<file path="src/include/rtc_params.svh">
// constants for the remote tuning control block
`ifndef RTC_PARAMS_SVH
`define RTC_PARAMS_SVH
// ----------------------------------------
// timing
// ----------------------------------------
`define RTC_CLK_MHZ 100
`define RTC_HOLD_MS 2000
`define RTC_HOLD_CYC (`RTC_HOLD_MS * `RTC_CLK_MHZ * 1000)
// ----------------------------------------
// register byte offsets
// ----------------------------------------
`define RTC_OFF_CFG 8'h00
`define RTC_OFF_DMASK 8'h04
`define RTC_OFF_SEQ 8'h08
`define RTC_OFF_NOTE 8'h0C
`define RTC_OFF_DIV 8'h10
// ----------------------------------------
// fields and reset values
// ----------------------------------------
`define RTC_F_PTOP 7:0
`define RTC_F_LTOP 15:8
`define RTC_F_NTOP 22:16
`define RTC_PTOP_RST 8'h08
`define RTC_LTOP_RST 8'h08
`define RTC_NTOP_RST 7'h3C
`define RTC_DMASK_RST 16'h0001
`define RTC_NOTE_LOW 7'h00
`define RTC_FIRST 8'h01
// ----------------------------------------
// button indices
// ----------------------------------------
`define RTC_B_PIST 0
`define RTC_B_REFN 1
`define RTC_B_REFD 3
`define RTC_B_SHIFT 5
`define RTC_B_UP 6
`define RTC_B_DN 7
`endif

</file>
<file path="src/include/rtc_pkg.sv">
// types for the remote tuning control block
package rtc_pkg;
    typedef enum logic [3:0] {
        RTC_CHROM = 4'h1,
        RTC_DIAT = 4'h2,
        RTC_TIERCE = 4'h4,
        RTC_OCTAVE = 4'h8
    } rtc_shift_t;
endpackage : rtc_pkg

</file>
<file path="src/core/rtc_core.sv">
// remote tuning control: buttons, piston sequencer, notes, divisions, axi4-lite registers
//
// Functional notes
// two notes, each own on/off and division
// piston button press toggles sequencing mode
// sequencing: up adds one to piston
// sequencing: down takes one from piston
// up at top piston: level up, piston 1
// down at piston 1: level down, top piston
// memory level wraps at both ends
// piston button held 2 s: both to 1
// note button press toggles note on/off
// up/down moves latched note by step
// both latched notes move together
// note button held: lowest C, note on
// division button press toggles division mode
// division mode: up/down steps division
// division order follows keying board address
// division button held: mode on, lowest division
// shift button cycles four step modes
// steps: 1, 2, 5, 12 semitones
// shift button held: back to chromatic
// release before 2 s is press
// notes saturate, divisions wrap
`timescale 1ns/1ns
`include "rtc_params.svh"
module rtc_core import rtc_pkg::*; #(
    parameter int HOLD_CYCLES = `RTC_HOLD_CYC
) (
    input wire logic CLK,
    input wire logic RST_N,
    input wire logic BTN_PISTON,
    input wire logic BTN_REF_NOTE,
    input wire logic BTN_TUNE_NOTE,
    input wire logic BTN_REF_DIV,
    input wire logic BTN_TUNE_DIV,
    input wire logic BTN_SHIFT,
    input wire logic BTN_UP,
    input wire logic BTN_DOWN,
    input wire logic [7:0] S_AXI_AWADDR,
    input wire logic S_AXI_AWVALID,
    output logic S_AXI_AWREADY,
    input wire logic [31:0] S_AXI_WDATA,
    input wire logic [3:0] S_AXI_WSTRB,
    input wire logic S_AXI_WVALID,
    output logic S_AXI_WREADY,
    output logic [1:0] S_AXI_BRESP,
    output logic S_AXI_BVALID,
    input wire logic S_AXI_BREADY,
    input wire logic [7:0] S_AXI_ARADDR,
    input wire logic S_AXI_ARVALID,
    output logic S_AXI_ARREADY,
    output logic [31:0] S_AXI_RDATA,
    output logic [1:0] S_AXI_RRESP,
    output logic S_AXI_RVALID,
    input wire logic S_AXI_RREADY,
    output logic SEQ_ACTIVE,
    output logic [7:0] GENERAL_PISTON,
    output logic [7:0] MEMORY_LEVEL_INDICATOR,
    output logic [1:0] NOTE_ON,
    output logic [6:0] REF_NOTE,
    output logic [6:0] TUNE_NOTE,
    output logic [1:0] DIV_MODE,
    output logic [3:0] REF_DIV,
    output logic [3:0] TUNE_DIV,
    output logic [3:0] SHIFT_MODE
);
    localparam logic [27:0] HOLD_M1 = 28'(HOLD_CYCLES - 1);

    // ----------------------------------------
    // helpers
    // ----------------------------------------
    function automatic rtc_shift_t shift_next(input rtc_shift_t m);
        unique case (m)
            RTC_CHROM: return RTC_DIAT;
            RTC_DIAT: return RTC_TIERCE;
            RTC_TIERCE: return RTC_OCTAVE;
            RTC_OCTAVE: return RTC_CHROM;
            default: return RTC_CHROM;
        endcase
    endfunction : shift_next

    function automatic logic [3:0] shift_step(input rtc_shift_t m);
        unique case (m)
            RTC_CHROM: return 4'h1;
            RTC_DIAT: return 4'h2;
            RTC_TIERCE: return 4'h5;
            RTC_OCTAVE: return 4'hC;
            default: return 4'h1;
        endcase
    endfunction : shift_step

    // saturating note move
    function automatic logic [6:0] note_move(input logic [6:0] cur, input logic [6:0] top,
                                             input logic [3:0] st, input logic up);
        logic [7:0] s;
        s = {1'b0, cur} + {4'h0, st};
        if (up) return (s > {1'b0, top}) ? top : s[6:0];
        return (cur < {3'h0, st}) ? `RTC_NOTE_LOW : cur - {3'h0, st};
    endfunction : note_move

    // next installed division in board address order, wrapping
    function automatic logic [3:0] div_next(input logic [3:0] cur, input logic [15:0] msk, input logic up);
        logic [3:0] c;
        logic [3:0] r;
        logic found;
        r = cur;
        found = 1'b0;
        for (int i = 1; i <= 16; i++) begin
            c = up ? 4'(cur + 4'(i)) : 4'(cur - 4'(i));
            if (msk[c] && !found) begin
                r = c;
                found = 1'b1;
            end
        end
        return r;
    endfunction : div_next

    function automatic logic [3:0] div_low(input logic [15:0] msk);
        logic [3:0] r;
        r = 4'h0;
        for (int i = 15; i >= 0; i--) begin
            if (msk[i]) r = 4'(i);
        end
        return r;
    endfunction : div_low

    function automatic logic reg_mapped(input logic [7:0] a);
        logic [7:0] w;
        w = {a[7:2], 2'b00};
        return w == `RTC_OFF_CFG || w == `RTC_OFF_DMASK || w == `RTC_OFF_SEQ ||
               w == `RTC_OFF_NOTE || w == `RTC_OFF_DIV;
    endfunction : reg_mapped

    // ----------------------------------------
    // button synchronisers and press/hold detection
    // ----------------------------------------
    logic [7:0] btn_raw;
    logic [7:0] sync1_q;
    logic [7:0] sync2_q;
    logic [7:0] prev_q;
    logic [5:0] press_ev;
    logic [5:0] hold_ev;
    logic up_ev;
    logic dn_ev;

    assign btn_raw = {BTN_DOWN, BTN_UP, BTN_SHIFT, BTN_TUNE_DIV, BTN_REF_DIV,
                      BTN_TUNE_NOTE, BTN_REF_NOTE, BTN_PISTON};

    // two flops per pin, then an edge history flop
    always_ff @(posedge CLK) begin
        if (!RST_N) begin
            sync1_q <= 8'h00;
            sync2_q <= 8'h00;
            prev_q <= 8'h00;
        end else begin
            sync1_q <= btn_raw;
            sync2_q <= sync1_q;
            prev_q <= sync2_q;
        end
    end

    // up/down act on the press edge
    assign up_ev = sync2_q[`RTC_B_UP] && !prev_q[`RTC_B_UP];
    assign dn_ev = sync2_q[`RTC_B_DN] && !prev_q[`RTC_B_DN];

    // hold timer per button except up/down; a hold fires once, a short release is a press
    for (genvar g = 0; g < 6; g++) begin : g_hold
        logic [27:0] cnt_q;
        logic held_q;
        always_ff @(posedge CLK) begin
            if (!RST_N) begin
                cnt_q <= 28'h0000000;
                held_q <= 1'b0;
            end else if (!sync2_q[g]) begin
                cnt_q <= 28'h0000000;
                held_q <= 1'b0;
            end else if (!held_q) begin
                if (cnt_q == HOLD_M1) held_q <= 1'b1;
                else cnt_q <= cnt_q + 28'h0000001;
            end
        end
        assign hold_ev[g] = sync2_q[g] && !held_q && cnt_q == HOLD_M1;
        assign press_ev[g] = prev_q[g] && !sync2_q[g] && !held_q;
    end

    // ----------------------------------------
    // configuration registers
    // ----------------------------------------
    logic [22:0] cfg_q;
    logic [15:0] dmask_q;
    logic [7:0] ptop;
    logic [7:0] ltop;
    logic [6:0] ntop;

    assign ptop = cfg_q[`RTC_F_PTOP];
    assign ltop = cfg_q[`RTC_F_LTOP];
    assign ntop = cfg_q[`RTC_F_NTOP];

    // ----------------------------------------
    // general piston sequencer
    // ----------------------------------------
    logic seq_q;
    logic [7:0] piston_q;
    logic [7:0] level_q;

    always_ff @(posedge CLK) begin
        if (!RST_N) begin
            seq_q <= 1'b0;
            piston_q <= `RTC_FIRST;
            level_q <= `RTC_FIRST;
        end else begin
            if (press_ev[`RTC_B_PIST]) seq_q <= !seq_q;
            if (hold_ev[`RTC_B_PIST]) begin
                piston_q <= `RTC_FIRST;
                level_q <= `RTC_FIRST;
            end else if (seq_q && up_ev) begin
                if (piston_q >= ptop) begin
                    piston_q <= `RTC_FIRST;
                    level_q <= (level_q >= ltop) ? `RTC_FIRST : level_q + 8'h01;
                end else begin
                    piston_q <= piston_q + 8'h01;
                end
            end else if (seq_q && dn_ev) begin
                if (piston_q <= `RTC_FIRST) begin
                    piston_q <= ptop;
                    level_q <= (level_q <= `RTC_FIRST) ? ltop : level_q - 8'h01;
                end else begin
                    piston_q <= piston_q - 8'h01;
                end
            end
        end
    end

    // ----------------------------------------
    // shift mode
    // ----------------------------------------
    rtc_shift_t shift_q;
    logic [3:0] step;

    assign step = shift_step(shift_q);

    always_ff @(posedge CLK) begin
        if (!RST_N) shift_q <= RTC_CHROM;
        else if (hold_ev[`RTC_B_SHIFT]) shift_q <= RTC_CHROM;
        else if (press_ev[`RTC_B_SHIFT]) shift_q <= shift_next(shift_q);
    end

    // ----------------------------------------
    // reference (0) and tuning (1) notes
    // ----------------------------------------
    logic [1:0] on_q;
    logic [6:0] note_q [2];

    always_ff @(posedge CLK) begin
        if (!RST_N) begin
            on_q <= 2'b00;
            note_q[0] <= `RTC_NOTE_LOW;
            note_q[1] <= `RTC_NOTE_LOW;
        end else begin
            for (int n = 0; n < 2; n++) begin
                if (hold_ev[`RTC_B_REFN + n]) begin
                    note_q[n] <= `RTC_NOTE_LOW;
                    on_q[n] <= 1'b1;
                end else begin
                    if (press_ev[`RTC_B_REFN + n]) on_q[n] <= !on_q[n];
                    // every latched note takes the same step
                    if (on_q[n] && (up_ev || dn_ev)) note_q[n] <= note_move(note_q[n], ntop, step, up_ev);
                end
            end
        end
    end

    // ----------------------------------------
    // division selection per note
    // ----------------------------------------
    logic [1:0] dmode_q;
    logic [3:0] div_q [2];

    always_ff @(posedge CLK) begin
        if (!RST_N) begin
            dmode_q <= 2'b00;
            div_q[0] <= 4'h0;
            div_q[1] <= 4'h0;
        end else begin
            for (int n = 0; n < 2; n++) begin
                if (hold_ev[`RTC_B_REFD + n]) begin
                    dmode_q[n] <= 1'b1;
                    div_q[n] <= div_low(dmask_q);
                end else begin
                    if (press_ev[`RTC_B_REFD + n]) dmode_q[n] <= !dmode_q[n];
                    if (dmode_q[n] && (up_ev || dn_ev)) div_q[n] <= div_next(div_q[n], dmask_q, up_ev);
                end
            end
        end
    end

    // ----------------------------------------
    // axi4-lite slave
    // ----------------------------------------
    logic awready_q, wready_q, bvalid_q, aw_got_q, w_got_q;
    logic arready_q, rvalid_q;
    logic [7:0] awaddr_q;
    logic [31:0] wdata_q, rdata_q;
    logic [3:0] wstrb_q;
    logic [1:0] bresp_q, rresp_q;
    logic aw_take, w_take, do_wr, aw_got_d, w_got_d, bvalid_d;
    logic [31:0] cfg_new, dmask_new;

    assign aw_take = awready_q && S_AXI_AWVALID;
    assign w_take = wready_q && S_AXI_WVALID;
    assign do_wr = aw_got_q && w_got_q && !bvalid_q;
    assign aw_got_d = (aw_got_q || aw_take) && !do_wr;
    assign w_got_d = (w_got_q || w_take) && !do_wr;
    assign bvalid_d = do_wr || (bvalid_q && !S_AXI_BREADY);

    // byte lane merge of write data onto the old contents
    always_comb begin
        cfg_new = {9'h000, cfg_q};
        dmask_new = {16'h0000, dmask_q};
        for (int b = 0; b < 4; b++) begin
            if (wstrb_q[b]) cfg_new[b*8 +: 8] = wdata_q[b*8 +: 8];
            if (wstrb_q[b]) dmask_new[b*8 +: 8] = wdata_q[b*8 +: 8];
        end
    end

    // write channels taken in either order, response after both
    always_ff @(posedge CLK) begin
        if (!RST_N) begin
            awready_q <= 1'b0;
            wready_q <= 1'b0;
            aw_got_q <= 1'b0;
            w_got_q <= 1'b0;
            bvalid_q <= 1'b0;
            bresp_q <= 2'b00;
            awaddr_q <= 8'h00;
            wdata_q <= 32'h00000000;
            wstrb_q <= 4'h0;
        end else begin
            aw_got_q <= aw_got_d;
            w_got_q <= w_got_d;
            bvalid_q <= bvalid_d;
            awready_q <= !aw_got_d && !bvalid_d;
            wready_q <= !w_got_d && !bvalid_d;
            if (aw_take) awaddr_q <= S_AXI_AWADDR;
            if (w_take) wdata_q <= S_AXI_WDATA;
            if (w_take) wstrb_q <= S_AXI_WSTRB;
            if (do_wr) bresp_q <= reg_mapped(awaddr_q) ? 2'b00 : 2'b10;
        end
    end

    // writable registers; status offsets ignore writes
    always_ff @(posedge CLK) begin
        if (!RST_N) begin
            cfg_q <= {`RTC_NTOP_RST, `RTC_LTOP_RST, `RTC_PTOP_RST};
            dmask_q <= `RTC_DMASK_RST;
        end else if (do_wr) begin
            if ({awaddr_q[7:2], 2'b00} == `RTC_OFF_CFG) cfg_q <= cfg_new[22:0];
            if ({awaddr_q[7:2], 2'b00} == `RTC_OFF_DMASK) dmask_q <= dmask_new[15:0];
        end
    end

    // read: one address at a time, data latched at the address edge
    always_ff @(posedge CLK) begin
        if (!RST_N) begin
            arready_q <= 1'b0;
            rvalid_q <= 1'b0;
            rdata_q <= 32'h00000000;
            rresp_q <= 2'b00;
        end else if (arready_q && S_AXI_ARVALID) begin
            arready_q <= 1'b0;
            rvalid_q <= 1'b1;
            rresp_q <= reg_mapped(S_AXI_ARADDR) ? 2'b00 : 2'b10;
            unique case ({S_AXI_ARADDR[7:2], 2'b00})
                `RTC_OFF_CFG: rdata_q <= {9'h000, cfg_q};
                `RTC_OFF_DMASK: rdata_q <= {16'h0000, dmask_q};
                `RTC_OFF_SEQ: rdata_q <= {11'h000, shift_q, seq_q, level_q, piston_q};
                `RTC_OFF_NOTE: rdata_q <= {12'h000, dmode_q, on_q, 1'b0, note_q[1], 1'b0, note_q[0]};
                `RTC_OFF_DIV: rdata_q <= {20'h00000, div_q[1], 4'h0, div_q[0]};
                default: rdata_q <= 32'h00000000;
            endcase
        end else if (rvalid_q && S_AXI_RREADY) begin
            rvalid_q <= 1'b0;
            arready_q <= 1'b1;
        end else if (!rvalid_q) begin
            arready_q <= 1'b1;
        end
    end

    // ----------------------------------------
    // outputs
    // ----------------------------------------
    assign S_AXI_AWREADY = awready_q;
    assign S_AXI_WREADY = wready_q;
    assign S_AXI_BVALID = bvalid_q;
    assign S_AXI_BRESP = bresp_q;
    assign S_AXI_ARREADY = arready_q;
    assign S_AXI_RVALID = rvalid_q;
    assign S_AXI_RDATA = rdata_q;
    assign S_AXI_RRESP = rresp_q;
    assign SEQ_ACTIVE = seq_q;
    assign GENERAL_PISTON = piston_q;
    assign MEMORY_LEVEL_INDICATOR = level_q;
    assign NOTE_ON = on_q;
    assign REF_NOTE = note_q[0];
    assign TUNE_NOTE = note_q[1];
    assign DIV_MODE = dmode_q;
    assign REF_DIV = div_q[0];
    assign TUNE_DIV = div_q[1];
    assign SHIFT_MODE = shift_q;
endmodule : rtc_core

</file>
<file path="config.mk">
export PLATFORM = sky130hd
export DESIGN_NAME = rtc_core
export DESIGN_NICKNAME = d
export VERILOG_FILES = /design/src/include/rtc_pkg.sv /design/src/core/rtc_core.sv
export VERILOG_INCLUDE_DIRS = /design/src /design/src/include
export SDC_FILE = /design/constraint.sdc
export NUM_CORES = 1
export LEC_CHECK = 0
export ABC_AREA = 1
export BUFFER_PORTS_ARGS = -buffer_cell sky130_fd_sc_hd__buf_2
export CAP_MARGIN = 10
export CORE_AREA = 2 2 215 217
export DETAILED_ROUTE_END_ITERATION = 8
export DIE_AREA = 0 0 217 219
export GPL_ROUTABILITY_DRIVEN = 1
export PLACE_DENSITY = 0.77
export SYNTH_ARGS = -nofsm -noshare
export SYNTH_HDL_FRONTEND = slang
export SYNTH_SLANG_ARGS = --single-unit
</file>
<file path="constraint.sdc">
create_clock -name CLK -period 13.5 [get_ports CLK]
set_clock_uncertainty 0.2 [all_clocks]
set_input_delay 2.7 -clock CLK [delete_from_list [all_inputs] [get_ports CLK]]
set_output_delay 2.7 -clock CLK [all_outputs]
set_load 0.05 [all_outputs]
</file>
==> impl_metrics.json <==
{
  "rsz0062_at_grt": "false",
  "worstMarginPinSlew_ns": 1.053,
  "seq_area_sq_um": 7187,
  "row_count": 78,
  "timing.fmax_ghz": 0.1836,
  "finalSetupTns_ns": 0,
  "synth_top_area_frac": 0.3040,
  "grt_pass1_vias": 19115,
  "cts_sinks": 348,
  "synth_top_cell_by_area": "dfxtp_1",
  "syn_inst": 3234,
  "max_stage_delay_ns": 0.64,
  "insertion_delay_ns": 0.54,
  "core_sq_um": 45090,
  "yosys_warnings": 0,
  "ys_ff_latch": 348,
  "cts-root-buf": "clkbuf_16",
  "fin_crit_sh": 0.4035,
  "syn_area_per_cell_sq_um": 6.637,
  "hold_path_end": "sync2_q[0]$_SDFF_PN0_",
  "start_util": 0.4761,
  "worstSetupStartpointType": "primary input",
  "drc": 0,
  "setup_viol": 0,
  "critPathMostFrequentCell": "nor2_1",
  "cellPowerDensity_nw_per_um2": 105.1,
  "whs_path_depth": 2,
  "drive_above_1_share": 0.08415,
  "wirelength_microns": 60760,
  "fin_area_sq_um": 23870,
  "clkSlewWorstSetupHoldPaths_ns": 0.06,
  "die_h_microns": 219,
  "dpl-instance-area_sq_um": 22590,
  "place_inst": 3897,
  "r2r_end": "div_q[1][3]$_DFFE_PP_",
  "endpoint_kind": "flip-flop",
  "synth-async-reset-ratio": 0,
  "ant_nets": 0,
  "r2r_start": "sync2_q[6]$_SDFF_PN0_",
  "post_cts_buffers": 0,
  "grt.total_usage": 0.2489,
  "netlist_area_sq_um": 21470,
  "dp_hpwl_microns": 46080,
  "hp-class": "reg -> reg",
  "relSlewSlack": 0.2954,
  "nFillCells": 4478,
  "routedWlPerCell_microns": 15.31,
  "cts_made_buffers": 36,
  "crit_fanout": 66,
  "stdcell_count": 3969,
  "slowest_stage": "nor2_1",
  "crit_chain": "buf_4 > clkinv_1 > nor2_1 > nand2_1 > nand2_1 > nor2_1 > nor2_1 > nand4_1 > inv_1 > nand2_1 > nor2_1 > nand4_1 > o21ai_0 > inv_1",
  "tritoncts": "built",
  "avgViaCountPerCell": 5.453,
  "rr_worst_depth": 24,
  "outcome": "complete, no violations",
  "worstSetupPathType": "in -> reg",
  "first_pass_iters": 8,
  "htree_levels": 2,
  "portBuffers": 129,
  "antenna_found_initial": 6,
  "grt_pass1_wl_microns": 96800,
  "maxCapViolCount": 0,
  "cp_data_required_time_ns": 13.60,
  "synth_seq_area_share": 0.3348,
  "dieArea_sq_um": 47520,
  "power.total_mw": 2.510,
  "pin_count": 155,
  "vias": 21644,
  "place.gp.congestion": 0.9785,
  "cts_resized": 0,
  "hold_buffers": 0,
  "critical-path-top-delay-family": "simple AND/OR/NAND/NOR gates",
  "p_leak_nw": 9.920,
  "whs_ns": 0.2190,
  "fin_nets": 3480,
  "die_x_microns": 217,
  "finalCriticalPeriod_ns": 5.447,
  "synth_area_leaders": "dfxtp_1, nand2_1, inv_1",
  "gr-total-overflow": 0,
  "yosysMostFrequentCell": "nand2_1",
  "ir_drop_uv": 103.7,
  "cts_buffer_depth": 3,
  "synth_edf_count": 22,
  "hold_start": "sync1_q[0]$_SDFF_PN0_",
  "slew_viol_final": 0,
  "area_growth_pct": 11.22,
  "drt-initial-drc-count": 1782,
  "synthFlopType": "dfxtp_1",
  "synth_commonest_cells": "nand2_1, inv_1, dfxtp_1",
  "grt_max_degree": 69,
  "critPathBufInv": 4,
  "reg2reg_slack_ns": 8.34,
  "synth.distinct_cells": 65,
  "finalHoldViolCount": 0,
  "multiInputGateArea_sq_um": 12070,
  "worstPathArrival_ns": 5.55
}
[worst reg2reg max path, delay by kind of cell, from the launching register on]
family,cells,cell delay [ns]
buffers and inverters,4,0.58
DFF,1,0.66
and+or+nand+nor,19,2.73
adders and majority gates,1,0.71
[logic make-up after synthesis]
kind of cell,synth area share
xor gates and xnor gates,0.02058
and+or+nand+nor,0.3070
AOI/OAI and AO/OA,0.1841
buffers and inverters,0.1050
adders and majority gates,0.04826
DFF,0.3348
other,0.0001747
[report_power, final]
part	internal (mW)	switching [mW]	leakage [nW]
sequential	1.06	0.0208	2.87
combinational	0.109	0.258	6.44
clock	0.635	0.431	0.618
[placed cells by master (no fill, tap or decap), types with 22 or more instances in the layout]
cell type / netlist / routed
nand2_1: 642 / 642
inv_1: 480 / 480
dfxtp_1: 326 / 326
nor2_1: 292 / 292
a21oi_1: 278 / 278
o21ai_0: 275 / 275
nand3_1: 254 / 254
buf_2: 10 / 128
nor3_1: 102 / 102
nand4_1: 71 / 71
ha_1: 70 / 70
clkbuf_16: 0 / 39
o21a_1: 34 / 34
xor2_1: 28 / 28
nor4_1: 29 / 27
a31oi_1: 24 / 24
nand2_2: 22 / 22
edfxtp_1: 22 / 22
[routing by layer]
layer / track usage / share of wire / vias to the layer above
li1: - / - / 10963
met1: 0.3314 / 0.44 / 9784
met2: 0.3990 / 0.44 / 791
met3: 0.05295 / 0.091 / 106
met4: 0.08630 / 0.032 / 0
met5: 0 / 0 / -
[cell type report]
type | instances | share of cell area
Clock inverter | 16 | 0.008490
Tap cell | 600 | 0.03144
Sequential cell | 348 | 0.3010
Multi-Input combinational cell | 2315 | 0.5057
Inverter | 496 | 0.07798
Timing Repair Buffer | 138 | 0.02998
Antenna cell | 6 | 0.0006289
Clock buffer | 50 | 0.04470
[state kept, by name, summed over array words and instances (netlist names), 8 cells and up]
register / count
MEMORY_LEVEL_INDICATOR: 8
sync1_q: 8
sync2_q: 8
dmask_q: 16
wdata_q: 23
div_q: 8
cfg_q: 23
g_hold.cnt_q: 168
note_q: 14
GENERAL_PISTON: 8
S_AXI_RDATA: 23
prev_q: 8
[through the flow]
step                worst slack (ns)  utilization
finish                         8.053       0.5295
global placement               7.540       0.5010
floorplan                      8.807            -
global route                   7.807       0.5294
detailed placement             7.551       0.5010
CTS                            8.089       0.5292
[how the worst max path moves through the flow]
stage / from / end / slack (ns) / cells after the start
4_1_cts: RST_N / div_q[0][3]$_SDFFCE_PP0P_ / 8.09 / 14
3_5_place_dp: RST_N / div_q[0][3]$_SDFFCE_PP0P_ / 7.55 / 14
2_1_floorplan: RST_N / div_q[0][3]$_SDFFCE_PP0P_ / 8.81 / 14
3_3_place_gp: RST_N / div_q[0][3]$_SDFFCE_PP0P_ / 7.54 / 14
5_1_grt: RST_N / div_q[0][3]$_SDFFCE_PP0P_ / 7.81 / 14
6_report: RST_N / div_q[0][3]$_SDFFCE_PP0P_ / 8.05 / 14
Power figures use the tool's default switching activity.
